**config.mk**
```make
export PLATFORM = sky130hd
export DESIGN_NAME = tc01_top
export DESIGN_NICKNAME = d
export VERILOG_FILES = /design/src/rtl/tc01_pkg.sv /design/src/rtl/tc01_top.sv
export VERILOG_INCLUDE_DIRS = /design/src /design/src/rtl
export SDC_FILE = /design/constraint.sdc
export NUM_CORES = 1
export LEC_CHECK = 0
export BUFFER_PORTS_ARGS = -buffer_cell sky130_fd_sc_hd__buf_2
export CELL_PAD_IN_SITES_DETAIL_PLACEMENT = 1
export CELL_PAD_IN_SITES_GLOBAL_PLACEMENT = 2
export CORE_MARGIN = 1
export CORE_UTILIZATION = 35
export CTS_CLUSTER_DIAMETER = 60
export CTS_CLUSTER_SIZE = 30
export DETAILED_ROUTE_END_ITERATION = 10
export GPL_TIMING_DRIVEN = 0
export PLACE_DENSITY_LB_ADDON = 0.1
export SLEW_MARGIN = 20
export SYNTH_ARGS = -nofsm -noshare
export SYNTH_HDL_FRONTEND = slang
export SYNTH_SLANG_ARGS = --single-unit
```
**constraint.sdc**
```tcl
create_clock -name hclk -period 7.6 [get_ports hclk]
set_input_delay 1.52 -clock hclk [delete_from_list [all_inputs] [get_ports hclk]]
set_output_delay 1.52 -clock hclk [all_outputs]
set_load 0.03 [all_outputs]
```
**src/rtl/tc01_regs.svh**
```systemverilog
/*
 * Register indices, field positions, reset values and limits of the
 * dual timer/counter block.
 * Assumes a 32-bit AHB-Lite bus with each register on its own word,
 * byte address = index * 4.
 */
`ifndef TC01_REGS_SVH
`define TC01_REGS_SVH

// ============================================================
// Register indices (byte address is index * 4)
`define TC01_IDX_CONTROL     8'h88
`define TC01_IDX_MODE        8'h89
`define TC01_IDX_LOW0        8'h8A
`define TC01_IDX_LOW1        8'h8B
`define TC01_IDX_HIGH0       8'h8C
`define TC01_IDX_HIGH1       8'h8D
`define TC01_IDX_INT_STATUS  8'h90
`define TC01_IDX_INT_CLEAR   8'h91
`define TC01_IDX_INT_ENABLE  8'h92

// ============================================================
// Address decode
`define TC01_ADDR_IDX_HI     9
`define TC01_ADDR_IDX_LO     2

// ============================================================
// Control register fields
`define TC01_CTRL_EXT_HI     3
`define TC01_CTRL_EXT_LO     0
`define TC01_CTRL_RUN0       4
`define TC01_CTRL_FLAG0      5
`define TC01_CTRL_RUN1       6
`define TC01_CTRL_FLAG1      7

// ============================================================
// Mode register fields, per unit offset by the stride
`define TC01_MODE_STRIDE     4
`define TC01_MODE_SEL_LSB    0
`define TC01_MODE_SRC        2
`define TC01_MODE_GATE       3

// ============================================================
// Counting limits and reset values
`define TC01_PRESCALE_MAX    5'h1F
`define TC01_PRESCALE_ONE    5'h01
`define TC01_BYTE_MAX        8'hFF
`define TC01_BYTE_ONE        8'h01
`define TC01_WORD_MAX        16'hFFFF
`define TC01_WORD_ONE        16'h0001
`define TC01_RESET_BYTE      8'h00

`endif

```
**src/rtl/tc01_pkg.sv**
```systemverilog
/*
 * Types shared by the dual timer/counter block.
 * Assumes the constants of tc01_regs.svh for field positions.
 */
package tc01_pkg;

	// ============================================================
	// Counting modes
	typedef enum logic [1:0] {
		TC01_MODE_PRESCALE = 2'b00,
		TC01_MODE_CASCADE  = 2'b01,
		TC01_MODE_RELOAD   = 2'b10,
		TC01_MODE_SPLIT    = 2'b11
	} tc01_mode_e;

	typedef logic [1:0][7:0] tc01_bytes_t;

	// ============================================================
	// Whole state of the block
	typedef struct packed {
		tc01_bytes_t low_byte;
		tc01_bytes_t high_byte;
		logic [7:0]  mode;
		logic [1:0]  run;
		logic [1:0]  flag;
		logic [3:0]  ext_cfg;
		logic [1:0]  samp_new;
		logic [1:0]  samp_old;
		logic [1:0]  int_status;
		logic [1:0]  int_enable;
		logic        ap_valid;
		logic        ap_write;
		logic [7:0]  ap_index;
		logic        rd_done;
		logic [31:0] hrdata;
	} tc01_state_s;

endpackage : tc01_pkg

```
**src/rtl/tc01_top.sv**
```systemverilog
/*
 * Dual 16-bit timer/counter with AHB-Lite register slave, gating by
 * the external interrupt pins and a maskable interrupt output.
 * Assumes pins synchronous to hclk, one AHB-Lite master, single word
 * transfers, and a core that pulses vector_ack_x when it vectors.
 */
// The AHB-Lite slave port was left to the implementer.
`timescale 1ns/1ps
`include "tc01_regs.svh"

module tc01_top (
	input  wire logic        hclk,
	input  wire logic        hresetn,
	input  wire logic        clk_en,
	input  wire logic        hsel,
	input  wire logic [31:0] haddr,
	input  wire logic [1:0]  htrans,
	input  wire logic        hwrite,
	input  wire logic [2:0]  hsize,
	input  wire logic [31:0] hwdata,
	input  wire logic        hready,
	output logic             hreadyout,
	output logic             hresp,
	output logic [31:0]      hrdata,
	input  wire logic        count_input_0,
	input  wire logic        count_input_1,
	input  wire logic        ext_irq_pin_0,
	input  wire logic        ext_irq_pin_1,
	input  wire logic        vector_ack_0,
	input  wire logic        vector_ack_1,
	output logic             timer0_overflow_flag,
	output logic             timer1_overflow_flag,
	output logic             irq
);

	// ============================================================
	// State
	tc01_pkg::tc01_state_s s;
	tc01_pkg::tc01_state_s next_s;

	logic [1:0] gate_pin;
	logic [1:0] gate_ok;
	logic [1:0] fall_edge;
	logic [1:0] tick;
	logic [1:0] vec_ack;
	logic [7:0] wr_index;
	logic [7:0] ad_index;
	logic [7:0] wdata;
	logic       wr_en;

	assign gate_pin = {ext_irq_pin_1, ext_irq_pin_0};
	assign vec_ack  = {vector_ack_1, vector_ack_0};
	assign wr_index = s.ap_index;
	assign ad_index = haddr[`TC01_ADDR_IDX_HI:`TC01_ADDR_IDX_LO];
	assign wdata    = hwdata[7:0];
	assign wr_en    = s.ap_valid & s.ap_write;

	// ============================================================
	// Per unit enable and count pulse
	for (genvar g = 0; g < 2; g++) begin : g_unit
		// Gating off leaves the run bit alone in charge
		assign gate_ok[g] = s.run[g] &
			(~s.mode[g * `TC01_MODE_STRIDE + `TC01_MODE_GATE] |
			gate_pin[g]);
		// Old sample high, new sample low: needs two cycles per edge
		assign fall_edge[g] = s.samp_old[g] & ~s.samp_new[g];
		assign tick[g] = gate_ok[g] &
			(s.mode[g * `TC01_MODE_STRIDE + `TC01_MODE_SRC] ?
			fall_edge[g] : 1'b1);
	end

	// ============================================================
	// Next state
	always_comb begin
		tc01_pkg::tc01_mode_e mode_sel;
		logic [1:0]           ovf;
		logic [1:0]           flag_base;
		logic [1:0]           int_clr;
		logic [15:0]          word;
		next_s    = s;
		ovf       = 2'b00;
		int_clr   = 2'b00;
		flag_base = s.flag;
		word      = 16'h0000;
		mode_sel  = tc01_pkg::TC01_MODE_PRESCALE;

		// Pins are synchronous; one sample per cycle
		next_s.samp_new = {count_input_1, count_input_0};
		next_s.samp_old = s.samp_new;

		// Counting
		for (int i = 0; i < 2; i++) begin
			mode_sel = tc01_pkg::tc01_mode_e'(
				s.mode[i * `TC01_MODE_STRIDE + `TC01_MODE_SEL_LSB +: 2]);
			unique case (mode_sel)
				tc01_pkg::TC01_MODE_PRESCALE: begin
					if (tick[i]) begin
						// Upper three low bits are left untouched
						next_s.low_byte[i][4:0] = s.low_byte[i][4:0] +
							`TC01_PRESCALE_ONE;
						if (s.low_byte[i][4:0] == `TC01_PRESCALE_MAX) begin
							next_s.high_byte[i] = s.high_byte[i] +
								`TC01_BYTE_ONE;
							if (s.high_byte[i] == `TC01_BYTE_MAX) begin
								ovf[i] = 1'b1;
							end
						end
					end
				end
				tc01_pkg::TC01_MODE_CASCADE: begin
					if (tick[i]) begin
						word = {s.high_byte[i], s.low_byte[i]} +
							`TC01_WORD_ONE;
						next_s.high_byte[i] = word[15:8];
						next_s.low_byte[i]  = word[7:0];
						if ({s.high_byte[i], s.low_byte[i]} ==
							`TC01_WORD_MAX) begin
							ovf[i] = 1'b1;
						end
					end
				end
				tc01_pkg::TC01_MODE_RELOAD: begin
					if (tick[i]) begin
						if (s.low_byte[i] == `TC01_BYTE_MAX) begin
							next_s.low_byte[i] = s.high_byte[i];
							ovf[i] = 1'b1;
						end else begin
							next_s.low_byte[i] = s.low_byte[i] +
								`TC01_BYTE_ONE;
						end
					end
				end
				tc01_pkg::TC01_MODE_SPLIT: begin
					// Unit 1 in this mode simply holds its count
					if (i == 0) begin
						if (tick[0]) begin
							next_s.low_byte[0] = s.low_byte[0] +
								`TC01_BYTE_ONE;
							if (s.low_byte[0] == `TC01_BYTE_MAX) begin
								ovf[0] = 1'b1;
							end
						end
						// High byte: cycles only, unit 1 run bit, no gate
						if (s.run[1]) begin
							next_s.high_byte[0] = s.high_byte[0] +
								`TC01_BYTE_ONE;
							if (s.high_byte[0] == `TC01_BYTE_MAX) begin
								ovf[1] = 1'b1;
							end
						end
					end
				end
			endcase
		end

		// Register writes land after counting so software wins over the count bytes
		if (wr_en) begin
			case (wr_index)
				`TC01_IDX_CONTROL: begin
					next_s.run[0]   = wdata[`TC01_CTRL_RUN0];
					next_s.run[1]   = wdata[`TC01_CTRL_RUN1];
					flag_base[0]    = wdata[`TC01_CTRL_FLAG0];
					flag_base[1]    = wdata[`TC01_CTRL_FLAG1];
					next_s.ext_cfg  =
						wdata[`TC01_CTRL_EXT_HI:`TC01_CTRL_EXT_LO];
				end
				`TC01_IDX_MODE:       next_s.mode = wdata;
				`TC01_IDX_LOW0:       next_s.low_byte[0] = wdata;
				`TC01_IDX_LOW1:       next_s.low_byte[1] = wdata;
				`TC01_IDX_HIGH0:      next_s.high_byte[0] = wdata;
				`TC01_IDX_HIGH1:      next_s.high_byte[1] = wdata;
				`TC01_IDX_INT_CLEAR:  int_clr = wdata[1:0];
				`TC01_IDX_INT_ENABLE: next_s.int_enable = wdata[1:0];
				default: begin
				end
			endcase
		end

		// A new overflow beats a clear in the same cycle
		next_s.flag = (flag_base & ~vec_ack) | ovf;
		next_s.int_status = (s.int_status & ~int_clr) | ovf;

		// Bus: reads take one wait cycle so hrdata comes from a flop
		next_s.rd_done = s.ap_valid & ~s.ap_write & ~s.rd_done;
		if (s.ap_valid & ~s.ap_write & ~s.rd_done) begin
			case (s.ap_index)
				`TC01_IDX_CONTROL: next_s.hrdata = {24'h000000, s.flag[1],
					s.run[1], s.flag[0], s.run[0], s.ext_cfg};
				`TC01_IDX_MODE:  next_s.hrdata = {24'h000000, s.mode};
				`TC01_IDX_LOW0:  next_s.hrdata = {24'h000000, s.low_byte[0]};
				`TC01_IDX_LOW1:  next_s.hrdata = {24'h000000, s.low_byte[1]};
				`TC01_IDX_HIGH0: next_s.hrdata = {24'h000000, s.high_byte[0]};
				`TC01_IDX_HIGH1: next_s.hrdata = {24'h000000, s.high_byte[1]};
				`TC01_IDX_INT_STATUS:
					next_s.hrdata = {30'h00000000, s.int_status};
				`TC01_IDX_INT_ENABLE:
					next_s.hrdata = {30'h00000000, s.int_enable};
				default: next_s.hrdata = 32'h00000000;
			endcase
		end
		if (hready) begin
			next_s.ap_valid = hsel & htrans[1];
			next_s.ap_write = hwrite;
			next_s.ap_index = ad_index;
		end
	end

	// ============================================================
	// Registers; clock enable low freezes everything
	always_ff @(posedge hclk or negedge hresetn) begin
		if (!hresetn) begin
			s <= '0;
		end else if (clk_en) begin
			s <= next_s;
		end
	end

	// ============================================================
	// Outputs
	assign hreadyout = ~(s.ap_valid & ~s.ap_write & ~s.rd_done);
	assign hresp     = 1'b0;
	assign hrdata    = s.hrdata;
	assign timer0_overflow_flag = s.flag[0];
	assign timer1_overflow_flag = s.flag[1];
	assign irq = |(s.int_status & s.int_enable);

endmodule : tc01_top

```
* After elaboration in Yosys (flattened, before gate mapping)
Cells that the tools add are included.
Widths: inputs -> output; s select.
** Word-level totals
- Bits in registers :: 99
- Input port bits :: 81
- Output and inout bits :: 37
** Operators by class
- $add $sub $neg :: 8
- Equality and inequality tests :: 22
- Mux-type cells :: 54
- Bitwise operators :: 26
- Reductions and logical operators :: 9
** Operator list (count)
- $mux 8 :: 19
- $eq 8x8->1 const B :: 13
- $pmux 8 s8 :: 1
- $mux 42 :: 1
- $add 16x1->16 const B :: 2
- $add 8x1->8 const B :: 4
- $eq 16x16->1 const B :: 2
- $pmux 8 s3 :: 1
- $pmux 5 s4 :: 1
- $mux 1 :: 18
- $pmux 8 s2 :: 1
- $pmux 5 s3 :: 1
- $add 5x1->5 const B :: 2
- $and 1x1->1 :: 10
- $eq 5x5->1 const B :: 2
- $mux 2 :: 5
- $mux 5 :: 2
- $pmux 3 s3 :: 1
- $reduce_and 3->1 :: 3
- $not 1->1 :: 7
- $and 2x2->2 :: 3
- $eq 2x2->1 const B :: 3
- $pmux 1 s3 :: 2
- $pmux 3 s2 :: 1
- other kinds (7) :: 14

* Depth between registers and ports, before layout
- Depth in word-level cells :: 9
- Gate-level depth with buffers :: 9
- Gate-level depth less buffers :: 9

* Worst setup path before layout
OpenSTA, ideal clock, no wires.
- Path type :: input -> register
- From :: in ext_irq_pin_0
- To :: reg s[73] (netlist bit)
- Arrival time :: 2.740 ns
- Data required time :: 7.462 ns
- Slack :: 4.722 ns
- Cell stages on the path :: 6
- Buffers on the path :: 0
- Path through :: nor2b_1 > a2111oi_0 > a211oi_2 > and2b_2 > mux2i_1 > o221ai_1
** On the way
- Longest elaborated chain between the ends :: 7
- Elaborated cells between the ends (all ways) :: 8
- Those cells by class :: mux (5); bitwise (3)
** Ends and longest elaborated chain
- start, declared :: line tc01_top.sv:27 : input wire logic ext_irq_pin_0,
- $or 1x1->1 (*) :: line tc01_top.sv:63 : (~s.mode[g * `TC01_MODE_STRIDE + `TC01_MODE_GATE] |
- $and 1x1->1 (*) :: line tc01_top.sv:62 : assign gate_ok[g] = s.run[g] &
- $and 1x1->1 (*) :: line tc01_top.sv:67 : assign tick[g] = gate_ok[g] &
- $mux 8, on equally long branches :: line tc01_top.sv:111, tc01_top.sv:97
- $pmux 8 s3 (*) :: line tc01_top.sv:95 : unique case (mode_sel)
- $mux 8 :: line tc01_top.sv:158 : case (wr_index)
- $mux 42 (*) :: line tc01_top.sv:157 : if (wr_en) begin
- end signal, assigned :: line tc01_top.sv:214 : s <= next_s;
- end, declared :: line tc01_top.sv:38 : tc01_pkg::tc01_state_s s;
Every way passes the cells marked *; elsewhere a longest branch is shown, timed or not.
A chain may end at the register's enable or synchronous reset.

* Final worst setup path
- From :: in clk_en
- To :: reg s[77] (netlist bit)
** RTL lines
- start, declared :: line tc01_top.sv:14 : input wire logic clk_en,
No word-level cell between the ends.

==> impl_metrics.json <==
{
  "max_stage_delay_ps": 640,
  "synthFlopType": "dfrtp_1",
  "p_per_area_nw_per_um2": 190,
  "dieArea_um2": 15900,
  "synthArstFlopShare_pct": 100,
  "drt_pass1_iterations": 4,
  "crit_slowest_cell": "clkbuf_1",
  "final_nets": 786,
  "drive_gt1_share_pct": 22.1,
  "crit_chain": "clkbuf_1 > clkbuf_1 > clkbuf_1 > clkbuf_1 > o22ai_1",
  "arrival_ps": 3590,
  "period_share_pct": 44.4,
  "wl_met3_um": 1010,
  "ctsHoldBuffers": 0,
  "cp_data_required_time_ps": 7810,
  "cts_buffers": 9,
  "ir_drop_mv": 0.125,
  "drc": 0,
  "timing.rr.start": "s[84]",
  "syn_inst": 620,
  "finalPower_w": 0.00119,
  "crit_top_cell": "clkbuf_1",
  "skew_ps": 7.37,
  "port_buffers": 39,
  "worstHoldStart": "hrdata[4]",
  "rows": 44,
  "clk_pin_slew_worst_paths_ps": 70,
  "ys_types": 76,
  "leakagePower_nw": 2.74,
  "ys_warn_count": 0,
  "synth_seq_area_share_pct": 34.9,
  "clkLatencyLatePin_ps": 350,
  "syn_area_per_cell_um2": 8.68,
  "critPathLaunch": "clk_en",
  "slew_headroom_pct": 44.9,
  "fin_setup_tns_ps": 0,
  "startpoint_type": "input port",
  "syn_area_um2": 5380,
  "critPathKind": "in2reg",
  "root_buffer": "clkbuf_16",
  "synth-edff-count": 0,
  "finalHoldViolCount": 0,
  "cts_setup_buffers": 0,
  "rsz0062_at_grt": "false",
  "grt_max_degree": 54,
  "netlist.area_leader.share_pct": 34.9,
  "layout_common_cells": "dfrtp_1 (75), nand2_1 (67), buf_2 (50), o21ai_0 (43)",
  "final_common_cell": "dfrtp_1",
  "highest_layer": "met4",
  "tightest_slew_ps": 806,
  "clkSinkCount": 75,
  "ant_nets": 0,
  "status": "complete, no violations",
  "post-route-min-period_ps": 3380,
  "place.gp.congestion": 0.882,
  "grt_pass1_wl_um": 31100,
  "via_per_inst": 5.85,
  "ctsResizeCount": 0,
  "dp_hpwl_um": 15100,
  "wirelength_um": 20000,
  "antenna_found_initial": 0,
  "ys_ff_latch": 75,
  "cp_max_fo": 10,
  "via_count": 5174,
  "htreeDepth": 3,
  "path_delay_family": "buffers and inverters",
  "cts_tree": "done",
  "wl_met1_um": 9260,
  "core-area_um2": 14800,
  "setup_viol_count_final": 0,
  "wire_per_inst_um": 22.6,
  "gr-total-overflow": 0,
  "start_util_pct": 36.5,
  "met2WireLength_um": 9190,
  "ys_top_cells_by_area": "dfrtp_1 (35%), mux2_2 (5.9%), nand2_1 (4.7%)",
  "antennaDiodeCount": 0,
  "max_clock_freq_ghz": 0.296,
  "holdCritPathClass": "reg2reg",
  "clk_path_buf_depth": 2,
  "die-width_um": 126,
  "drtIter0Drc": 336,
  "syn2layout_area_growth_pct": 16.6,
  "slew_violations": 0,
  "crit_path_end_kind": "flop",
  "yosys.area.top_type": "dfrtp_1",
  "grt_pass1_vias": 5305,
  "crit_buf_inv": 4,
  "grt_usage_pct": 26.2,
  "maxCapViolCount": 0,
  "pin_count": 118,
  "fp.dieH_um": 126
}
[layout make-up]
cell class                      count  area, µm²
Buffer                             71        407
Clock buffer                        9        225
Clock inverter                      7        116
Fill cell                        1793       8480
Inverter                           23       86.3
Multi-Input combinational cell    475       3110
Sequential cell                    75       1880
Tap cell                          184        230
Timing Repair Buffer               40        225
[cell families (layout without fill, tap and decap cells)]
kind of cell | Yosys count | in the layout | synth area share (%)
buffers and inverters | 94 | 150 | 9.16
other | 1 | 25 | 0.0697
AO/OA/AOI/OAI | 172 | 172 | 21.4
XOR/XNOR | 6 | 6 | 0.976
adder cells (fa/ha/maj) | 10 | 10 | 2.32
multiplexers | 49 | 49 | 11.4
flip-flops | 75 | 75 | 34.9
AND/OR/NAND/NOR | 213 | 213 | 19.8
[cells in the mapped netlist (2+ instances only)]
master      n
nand2b_1    7
a31oi_1     7
nand2_1    67
o22ai_1    17
a2bb2oi_1   2
and3_1     11
xnor2_1     5
buf_2      12
dfrtp_1    75
o31ai_1     4
o21ai_0    43
a21oi_1    36
o311ai_1    2
a32oi_1     4
a211o_1     2
nor2_1     37
or4_1       2
a211oi_1    3
nand4_1     9
nor3_1      9
mux2i_1    14
o211ai_1    8
nor2b_1     9
nor4_1      5
mux4_2      7
inv_1      23
a22oi_1     8
and4_1      2
a22o_1      9
mux2_2     28
clkbuf_1   24
buf_4      33
a2111oi_0   2
a21o_1      4
a211oi_2    2
ha_1       10
a221oi_1    2
o21ai_1     2
nand3_1    37
[sequential cells by signal, summed over array words and instances (netlist names)]
signal,cells
hrdata,8
next_s,2
s,55
timer0_overflow_flag,1
timer1_overflow_flag,1
wr_index,8
[stage by stage]
stage	worst slack [ps]	util, %	hold WS [ps]	cells	cell area [µm²]
6_report	4220	42.5	503	884	6280
5_1_grt	4050	42.5	527	884	6280
4_1_cts	4200	42.5	510	884	6280
3_5_place_dp	3820	40.2	492	868	5930
3_3_place_gp	3830	40.0	459	867	5900
2_1_floorplan	4720	-	445	644	5470
[final timing paths]
path | end | slack, ps | cells past startpoint
min in group asynchronous | s[67] | 1080 | 1
max in group asynchronous | s[85] | 5920 | 2
setup reg to reg | s[73] | 4740 | 9
hold reg to reg | hrdata[4] | 500 | 2
hold / removal | hrdata[4] | 500 | 2
setup / recovery | s[77] | 4220 | 5
[worst min-delay path: stages (launching register included)]
cell	delay, ps
dfrtp_1	350
nand2_1	50
o21ai_0	70
[per-layer routing]
layer	track usage, %	vias to the layer above
met3	4.76	34
met5	0	-
met1	35.0	2609
li1	-	2370
met2	42.0	161
met4	10.6	0
[where the power goes]
group / internal [W] / switching (W)
clock: 0.000321 / 0.000188
combinational: 0.0000812 / 0.000148
sequential: 0.000427 / 0.0000276
No activity file was read; power rests on OpenSTA's default activity.
